**src/rtl/tcb_pkg.sv**
```systemverilog
`default_nettype none
package tcb_pkg;
  // register offsets (byte addresses)
  localparam logic [7:0] CH3_CCR_OFFSET = 8'h3C;
  localparam logic [7:0] CH4_CCR_OFFSET = 8'h40;
  localparam logic [7:0] PROT_OFFSET = 8'h44;
  localparam logic [7:0] CHCFG_OFFSET = 8'h48;
  localparam logic [7:0] IRQ_STATUS_OFFSET = 8'h4C;
  localparam logic [7:0] IRQ_MASK_OFFSET = 8'h50;
  // compare field
  localparam int CMP_W = 20;
  localparam logic [19:0] CMP_RESET = 20'h0_0000;
  // protection register fields
  localparam int MOE_BIT = 15;
  localparam int AOE_BIT = 14;
  localparam int BKP_BIT = 13;
  localparam int BKE_BIT = 12;
  localparam int LOCK_LSB = 8;
  localparam logic [1:0] LOCK_NONE = 2'b00;
  // channel config register fields (per channel: 4 bits at 4*(ch-3))
  localparam int CFG_INPUT = 0;
  localparam int CFG_PRELOAD = 1;
  localparam int CFG_OE = 2;
  localparam int CFG_NOE = 3;
  // interrupt status bits
  localparam int IRQ_CAP3 = 0;
  localparam int IRQ_CAP4 = 1;
  localparam int IRQ_BREAK = 2;
  localparam int IRQ_W = 3;
endpackage
`default_nettype wire

```
**src/rtl/tcb_cmp_if.sv**
```systemverilog
`default_nettype none
interface tcb_cmp_if;
  logic [19:0] counter;
  logic update;
  logic capture;
  logic input_mode;
  logic preload_en;
  logic wr;
  logic [19:0] wdata;
  logic [19:0] value;
  logic [19:0] active;
  logic match;
  modport ctl (output counter, update, capture, input_mode, preload_en, wr, wdata,
               input value, active, match);
  modport chan (input counter, update, capture, input_mode, preload_en, wr, wdata,
                output value, active, match);
endinterface
`default_nettype wire

```
**src/rtl/tcb_channel.sv**
```systemverilog
`default_nettype none
module tcb_channel (
  // clock and reset
  input wire logic sys_clk_i,
  input wire logic rst_i,
  // channel bundle
  tcb_cmp_if.chan cmp
);
  logic [19:0] value_reg;
  logic [19:0] active_reg;
  logic match_reg;

  ////////////////////////////////////////////////////////////////////////////
  always_ff @(posedge sys_clk_i) begin
    if (rst_i) begin
      value_reg <= tcb_pkg::CMP_RESET;
    end else if (cmp.input_mode) begin
      if (cmp.capture) begin
        value_reg <= cmp.counter;
      end
    end else if (cmp.wr) begin
      value_reg <= cmp.wdata;
    end
  end

  // shadow copy only moves on update when preload is on
  always_ff @(posedge sys_clk_i) begin
    if (rst_i) begin
      active_reg <= tcb_pkg::CMP_RESET;
    end else if (!cmp.preload_en || cmp.update) begin
      active_reg <= (!cmp.preload_en && cmp.wr && !cmp.input_mode) ? cmp.wdata : value_reg;
    end
  end

  always_ff @(posedge sys_clk_i) begin
    if (rst_i) begin
      match_reg <= 1'b0;
    end else begin
      match_reg <= !cmp.input_mode && (cmp.counter >= active_reg);
    end
  end

  assign cmp.value = value_reg;
  assign cmp.active = active_reg;
  assign cmp.match = match_reg;
endmodule
`default_nettype wire

```
**src/rtl/tcb_timer_ch34.sv**
```systemverilog
// What this block does
// - ch3 input mode: capture counter, read-only
// - ch3 output mode: written value compared
// - shadow enabled: copy at update only
// - ch4 input mode: capture, writes ignored
// - ch4 output mode: written value compared
// - main enable set by software or hardware
// - break clears main enable synchronously
// - outputs driven only with channel enables
// - main enable low: outputs idle
// - auto enable sets main at update
// - auto enable writable only at lock 00
// - polarity bit: 0 low, 1 high
// - break enable gates pin and clock-fail
// - lock 00 means no protection
//
// The plain strobed port is this design's own decision.
`default_nettype none
module tcb_timer_ch34 (
  // clock and reset
  input wire logic sys_clk_i,
  input wire logic rst_i,
  // register port
  input wire logic [7:0] addr_i,
  input wire logic [31:0] wdata_i,
  input wire logic wr_i,
  input wire logic rd_i,
  output logic [31:0] rdata_o,
  // timer core
  input wire logic [19:0] counter_i,
  input wire logic update_i,
  input wire logic capture3_i,
  input wire logic capture4_i,
  // break sources
  input wire logic break_pin_i,
  input wire logic clock_failure_monitor_i,
  // channel pins
  output logic [1:0] channel_output_o,
  output logic [1:0] channel_complement_output_o,
  output logic [1:0] channel_output_oe_o,
  output logic [1:0] channel_complement_output_oe_o,
  // status
  output logic main_output_enable_o,
  output logic irq_o
);

  ////////////////////////////////////////////////////////////////////////////
  tcb_cmp_if c3 ();
  tcb_cmp_if c4 ();

  logic main_output_enable_reg;
  logic auto_output_enable_reg;
  logic break_polarity_select_reg;
  logic break_inputs_enable_reg;
  logic [1:0] lock_reg;
  logic lock_written_reg;
  logic [7:0] chcfg_reg;
  logic [2:0] irq_status_reg;
  logic [2:0] irq_mask_reg;
  logic [31:0] rdata_reg;
  logic [1:0] pin_sync1_reg;
  logic [1:0] pin_sync2_reg;
  logic break_active;
  logic break_active_d_reg;
  logic [1:0] out_reg;
  logic [1:0] outn_reg;
  logic [1:0] oe_reg;
  logic [1:0] noe_reg;
  logic irq_reg;

  function automatic logic hit(input logic [7:0] a, input logic [7:0] off, input logic s);
    hit = s && (a == off);
  endfunction

  // status and compare fields are packed by hand in the read mux below
  if (tcb_pkg::IRQ_W != 3 || tcb_pkg::CMP_W != 20) begin : g_layout_check
    $error("field widths do not fit the register layout");
  end

  ////////////////////////////////////////////////////////////////////////////
  // break pin and clock-fail are asynchronous; sync before use
  always_ff @(posedge sys_clk_i) begin
    if (rst_i) begin
      pin_sync1_reg <= 2'b00;
      pin_sync2_reg <= 2'b00;
    end else begin
      pin_sync1_reg <= {clock_failure_monitor_i, break_pin_i};
      pin_sync2_reg <= pin_sync1_reg;
    end
  end

  // polarity and gate on the pin
  assign break_active = break_inputs_enable_reg &&
                        ((pin_sync2_reg[0] == break_polarity_select_reg) || pin_sync2_reg[1]);

  always_ff @(posedge sys_clk_i) begin
    if (rst_i) begin
      break_active_d_reg <= 1'b0;
    end else begin
      break_active_d_reg <= break_active;
    end
  end

  ////////////////////////////////////////////////////////////////////////////
  // channel wiring
  assign c3.counter = counter_i;
  assign c3.update = update_i;
  assign c3.capture = capture3_i;
  assign c3.input_mode = chcfg_reg[tcb_pkg::CFG_INPUT];
  assign c3.preload_en = chcfg_reg[tcb_pkg::CFG_PRELOAD];
  assign c3.wr = hit(addr_i, tcb_pkg::CH3_CCR_OFFSET, wr_i);
  assign c3.wdata = wdata_i[19:0];
  assign c4.counter = counter_i;
  assign c4.update = update_i;
  assign c4.capture = capture4_i;
  assign c4.input_mode = chcfg_reg[4 + tcb_pkg::CFG_INPUT];
  assign c4.preload_en = chcfg_reg[4 + tcb_pkg::CFG_PRELOAD];
  assign c4.wr = hit(addr_i, tcb_pkg::CH4_CCR_OFFSET, wr_i);
  assign c4.wdata = wdata_i[19:0];

  tcb_channel u_ch3 (
    .sys_clk_i(sys_clk_i),
    .rst_i(rst_i),
    .cmp(c3.chan)
  );

  tcb_channel u_ch4 (
    .sys_clk_i(sys_clk_i),
    .rst_i(rst_i),
    .cmp(c4.chan)
  );

  ////////////////////////////////////////////////////////////////////////////
  // main output enable; break beats any set in the same cycle
  always_ff @(posedge sys_clk_i) begin
    if (rst_i) begin
      main_output_enable_reg <= 1'b0;
    end else if (break_active) begin
      main_output_enable_reg <= 1'b0;
    end else if (hit(addr_i, tcb_pkg::PROT_OFFSET, wr_i)) begin
      main_output_enable_reg <= wdata_i[tcb_pkg::MOE_BIT];
    end else if (update_i && auto_output_enable_reg) begin
      main_output_enable_reg <= 1'b1;
    end
  end

  // protected fields: lock field written once, then frozen
  always_ff @(posedge sys_clk_i) begin
    if (rst_i) begin
      auto_output_enable_reg <= 1'b0;
      break_polarity_select_reg <= 1'b0;
      break_inputs_enable_reg <= 1'b0;
      lock_reg <= tcb_pkg::LOCK_NONE;
      lock_written_reg <= 1'b0;
    end else if (hit(addr_i, tcb_pkg::PROT_OFFSET, wr_i)) begin
      lock_written_reg <= 1'b1;
      if (!lock_written_reg) begin
        lock_reg <= wdata_i[tcb_pkg::LOCK_LSB +: 2];
      end
      if (lock_reg == tcb_pkg::LOCK_NONE) begin
        auto_output_enable_reg <= wdata_i[tcb_pkg::AOE_BIT];
        break_polarity_select_reg <= wdata_i[tcb_pkg::BKP_BIT];
        break_inputs_enable_reg <= wdata_i[tcb_pkg::BKE_BIT];
      end
    end
  end

  always_ff @(posedge sys_clk_i) begin
    if (rst_i) begin
      chcfg_reg <= 8'h00;
    end else if (hit(addr_i, tcb_pkg::CHCFG_OFFSET, wr_i)) begin
      chcfg_reg <= wdata_i[7:0];
    end
  end

  ////////////////////////////////////////////////////////////////////////////
  // pins: both forced idle low and released while main enable is off
  always_ff @(posedge sys_clk_i) begin
    if (rst_i) begin
      out_reg <= 2'b00;
      outn_reg <= 2'b00;
      oe_reg <= 2'b00;
      noe_reg <= 2'b00;
    end else begin
      for (int i = 0; i < 2; i++) begin
        oe_reg[i] <= main_output_enable_reg && !break_active &&
                     !chcfg_reg[4*i + tcb_pkg::CFG_INPUT] && chcfg_reg[4*i + tcb_pkg::CFG_OE];
        noe_reg[i] <= main_output_enable_reg && !break_active &&
                      !chcfg_reg[4*i + tcb_pkg::CFG_INPUT] && chcfg_reg[4*i + tcb_pkg::CFG_NOE];
      end
      out_reg[0] <= c3.match && main_output_enable_reg && !break_active && chcfg_reg[tcb_pkg::CFG_OE];
      out_reg[1] <= c4.match && main_output_enable_reg && !break_active && chcfg_reg[4 + tcb_pkg::CFG_OE];
      outn_reg[0] <= !c3.match && main_output_enable_reg && !break_active && chcfg_reg[tcb_pkg::CFG_NOE];
      outn_reg[1] <= !c4.match && main_output_enable_reg && !break_active && chcfg_reg[4 + tcb_pkg::CFG_NOE];
    end
  end

  ////////////////////////////////////////////////////////////////////////////
  // interrupts: set wins over write-one-to-clear
  always_ff @(posedge sys_clk_i) begin
    if (rst_i) begin
      irq_status_reg <= 3'h0;
    end else begin
      for (int i = 0; i < tcb_pkg::IRQ_W; i++) begin
        if (hit(addr_i, tcb_pkg::IRQ_STATUS_OFFSET, wr_i) && wdata_i[i]) begin
          irq_status_reg[i] <= 1'b0;
        end
      end
      if (capture3_i && c3.input_mode) begin
        irq_status_reg[tcb_pkg::IRQ_CAP3] <= 1'b1;
      end
      if (capture4_i && c4.input_mode) begin
        irq_status_reg[tcb_pkg::IRQ_CAP4] <= 1'b1;
      end
      if (break_active && !break_active_d_reg) begin
        irq_status_reg[tcb_pkg::IRQ_BREAK] <= 1'b1;
      end
    end
  end

  always_ff @(posedge sys_clk_i) begin
    if (rst_i) begin
      irq_mask_reg <= 3'h0;
    end else if (hit(addr_i, tcb_pkg::IRQ_MASK_OFFSET, wr_i)) begin
      irq_mask_reg <= wdata_i[2:0];
    end
  end

  always_ff @(posedge sys_clk_i) begin
    if (rst_i) begin
      irq_reg <= 1'b0;
    end else begin
      irq_reg <= |(irq_status_reg & irq_mask_reg);
    end
  end

  ////////////////////////////////////////////////////////////////////////////
  // read data valid the cycle after the strobe only
  always_ff @(posedge sys_clk_i) begin
    if (rst_i) begin
      rdata_reg <= 32'h0000_0000;
    end else if (rd_i) begin
      unique case (addr_i)
        tcb_pkg::CH3_CCR_OFFSET: rdata_reg <= {12'h000, c3.value};
        tcb_pkg::CH4_CCR_OFFSET: rdata_reg <= {12'h000, c4.value};
        tcb_pkg::PROT_OFFSET: rdata_reg <= {16'h0000, main_output_enable_reg, auto_output_enable_reg,
                                             break_polarity_select_reg, break_inputs_enable_reg,
                                             2'b00, lock_reg, 8'h00};
        tcb_pkg::CHCFG_OFFSET: rdata_reg <= {24'h00_0000, chcfg_reg};
        tcb_pkg::IRQ_STATUS_OFFSET: rdata_reg <= {29'h0000_0000, irq_status_reg};
        tcb_pkg::IRQ_MASK_OFFSET: rdata_reg <= {29'h0000_0000, irq_mask_reg};
        default: rdata_reg <= 32'h0000_0000;
      endcase
    end else begin
      rdata_reg <= 32'h0000_0000;
    end
  end

  assign rdata_o = rdata_reg;
  assign channel_output_o = out_reg;
  assign channel_complement_output_o = outn_reg;
  assign channel_output_oe_o = oe_reg;
  assign channel_complement_output_oe_o = noe_reg;
  assign main_output_enable_o = main_output_enable_reg;
  assign irq_o = irq_reg;
endmodule
`default_nettype wire

```
**config.mk**
```make
export PLATFORM = sky130hd
export DESIGN_NAME = tcb_timer_ch34
export DESIGN_NICKNAME = d
export VERILOG_FILES = /design/src/rtl/tcb_pkg.sv /design/src/rtl/tcb_cmp_if.sv /design/src/rtl/tcb_channel.sv /design/src/rtl/tcb_timer_ch34.sv
export SDC_FILE = /design/constraint.sdc
export NUM_CORES = 1
export LEC_CHECK = 0
export BUFFER_PORTS_ARGS = -buffer_cell sky130_fd_sc_hd__buf_2
export CORE_UTILIZATION = 40
export DETAILED_ROUTE_END_ITERATION = 16
export GPL_ROUTABILITY_DRIVEN = 0
export MAX_ROUTING_LAYER = met4
export PLACE_DENSITY = 0.71
export SYNTH_ARGS = -nofsm -noshare
export SYNTH_HDL_FRONTEND = slang
export SYNTH_HIERARCHICAL = 1
export SYNTH_SLANG_ARGS = --single-unit
```
**constraint.sdc**
```tcl
create_clock -name sys_clk_i -period 3.1 [get_ports sys_clk_i]
set_input_delay 0.155 -clock sys_clk_i [delete_from_list [all_inputs] [get_ports sys_clk_i]]
set_output_delay 0.155 -clock sys_clk_i [all_outputs]
set_load 0.05 [all_outputs]
```
==> metrics.md <==
| Metric | Value |
|---|---|
| Status | complete, no violations |
| RSZ-0062 raised after global routing | false |
| Die Span Y | 136 um |
| DIE WIDTH | 136 um |
| DPL Wire Length | about 12000 um |
| Arrival @ worst endpoint | 2.28 ns |
| Post-Place Setup Slack | roughly 0.8 ns |
| Hold WC Path Type | in2reg |
| Post-CTS Setup Inserts | 0 |
| DRC viols | 0 |
| Main flop type after synthesis | dfxtp_1 |
| Power share of the combinational group | under 10% |
| CTS tree | done |
| Final #Nets | 920 |
| Switching power | roughly 0.94 mW |
| Reg power frac | 41.7% |
| Post-Syn Instances | about 740 |
| Ratio of cells with drive above 1 in the final layout | roughly a quarter |
| Setup TNS Final | 0 ns |
| Power Total | between 4 and 5 mW |
| IO Port Bufs | 86 |
| Clock transition at path regs | approximately 0.060 ns |
| Initial DRC count | 389 |
| Yosys warns | 6 |
| Die area | roughly 18000 um^2 |
| Clock skew | roughly 0.010 ns |
| Via count of the first global-routing pass | between 5k and 6k |
| CTS hold repair buffers | 2 |
| Ports | ~110 |
| Crit-path max FO | 8 |
| Synthesized cell area | around 7000 um^2 |
| Fmax | between 500 and 600 MHz |
| All-layer global routing usage | 20.7% |
| Clock share of power | a little over half |
| CP Class | reg2reg |
| Worst vdd ir | about 0.38 mV |
| Final hold vios | 0 |
| Seq/Total Area, Yosys | between 30% and 40% |
| H-tree lvl count | 4 |
| Drt via density | about 5.4 |
| First-pass GRT wire length | ~28000 um |
| Initial DRT Pass Iterations | 5 |
| Max-slew headroom | around 28% |
| WL final | around 18000 um |
| Core ar. | between 15000 and 20000 um^2 |
| Final setup viols | 0 |
| CP required | 3.42 ns |
| Crit share post-route | between 60% and 70% |
| Clk_lat worst skew | 0.42 ns |
| Pins over their slew limit | 0 |
| # clock sinks | 137 |
| Mean post-synth cell area | about 9.6 um^2 |
| Area delta synth->final | 16.7% |
| Root buffer cell | clkbuf_16 |
| Slack of the critical path | 1.13 ns |
| Switch share | between 20% and 30% |
| Site Rows | between 40 and 50 |
| Commonest cells after routing, fill and taps aside | dfxtp_1 (137), nor2_1 (129), mux2i_1 (99), buf_2 (85), a211oi_1 (42) |
| Synth cell types | 48 |
| Max-cap violation count | 0 |
| Worst slew pin tran | between 1 and 1.5 ns |
| Largest net degree at the start of global routing | 59 |
| GRT overflow | 0 |
| Gates resized, CTS repair | 0 |
| Async S/R FF share, synth | 0% |
| EDFF count, synth | 0 |
| Type of origin of the critical path | register |
| Initial antenna violation count | 4 |
| Minimum clock period | around 2.0 ns |
| PwrDens | 510 nW/um^2 |
| Routed WL per cell | roughly 17 um |
| Setup crit end kind | register |
| Num CTS Buffers | 17 |
| Pleak | 2.97 nW |
| Commonest non-fill, non-tap cell in the layout | dfxtp_1 |
| P_int | approximately 3.3 mW |
| Via count | between 5k and 6k |
| Starting Density | 41.1% |
| Seq cells post-synth | between 100 and 150 |
| Routed Antenna Nets | 0 |
| Clk buf depth | 2 |
worst paths after layout:
check | start | endpoint | slack (ns) | depth (start not counted)
worst max register to register | break_polarity_select_reg | channel_output_oe_o[1] | 1.13 | 4
worst min register to register | u_ch4/cmp.match | channel_complement_output_o[1] | 0.44 | 1
worst max-delay path | break_polarity_select_reg | channel_output_oe_o[1] | 1.13 | 4
worst min-delay path | capture3_i | irq_status_reg[0] | 0.02 | 3
metal layers:
metal / global-route usage (%) / vias up / wire [um]
li1: - / 2771 / -
met1: 25.6 / 2709 / 8370
met2: 32.9 / 151 / 8190
met3: 5.27 / 22 / 1120
met4: 6.68 / 0 / 264
met5: - / - / 0
layout make-up:
class,instances,area (um^2)
timing repair buffer,99,548
inverter,40,150
antenna,4,10.0
sequential,137,2740
clock buffer,22,494
clock inverter,9,161
fill,1635,9020
multi-input combinational,516,3940
tap,225,282
metrics by stage:
stage / cells / hold slack (ns) / util (%) / cell area [um^2]
after floorplan: 754 / 0.283 / - / 7180
after global placement: 1015 / 0.371 / 44.1 / 7650
after detailed placement: 1015 / 0.376 / 44.1 / 7650
after CTS: 1048 / 0.0168 / 47.9 / 8320
after global routing: 1052 / 0.0277 / 48.0 / 8330
final: 1052 / 0.0248 / 48.0 / 8330
Yosys cell counts (3+ instances only):
cell type / instances / area share [%]
o2bb2ai_1: 3 / 0.37
nand2b_1: 5 / 0.44
a22oi_1: 20 / 2.1
dfxtp_1: 137 / 38
buf_6: 8 / 1.3
buf_1: 8 / 0.42
a211oi_2: 40 / 7.0
nand2_1: 15 / 0.79
a21oi_1: 22 / 1.5
mux2i_1: 99 / 14
buf_2: 12 / 0.84
inv_1: 40 / 2.1
ha_1: 40 / 7.0
nor2b_1: 6 / 0.53
a211oi_1: 42 / 4.4
nand3_1: 6 / 0.42
a21o_1: 4 / 0.42
nor3b_1: 6 / 0.63
clkbuf_1: 21 / 1.1
nor2_1: 129 / 6.8
o21ai_0: 10 / 0.70
nand4_1: 12 / 1.1
mux2_2: 13 / 2.1
a22o_1: 3 / 0.37
buf_4: 12 / 1.3
logic make-up after synthesis:
logic type | synth area share [%]
compound gates | 17.7
xor+xnor | 0.123
fa+ha+maj | 7.01
buf+inv | 6.99
flops | 38.4
mux | 15.9
other cells | 0.0525
simple gates | 13.8
critical path, cell delays in order, from the launching register on:
cell      delay [ns]
dfxtp_1         0.34
xnor2_1         0.13
o21ai_0         0.57
nand3b_1        0.48
nor3b_1         0.34
power by group through the flow:
stage	Sequential [mW]	Clock [mW]	Combinational (mW)
after floorplan	1.81	0	0.169
after global placement	1.81	0	0.255
after detailed placement	1.81	0	0.258
after CTS	1.77	2.24	0.262
after global routing	1.77	2.31	0.290
final	1.77	2.21	0.264
No activity file was read; power rests on OpenSTA's default activity.
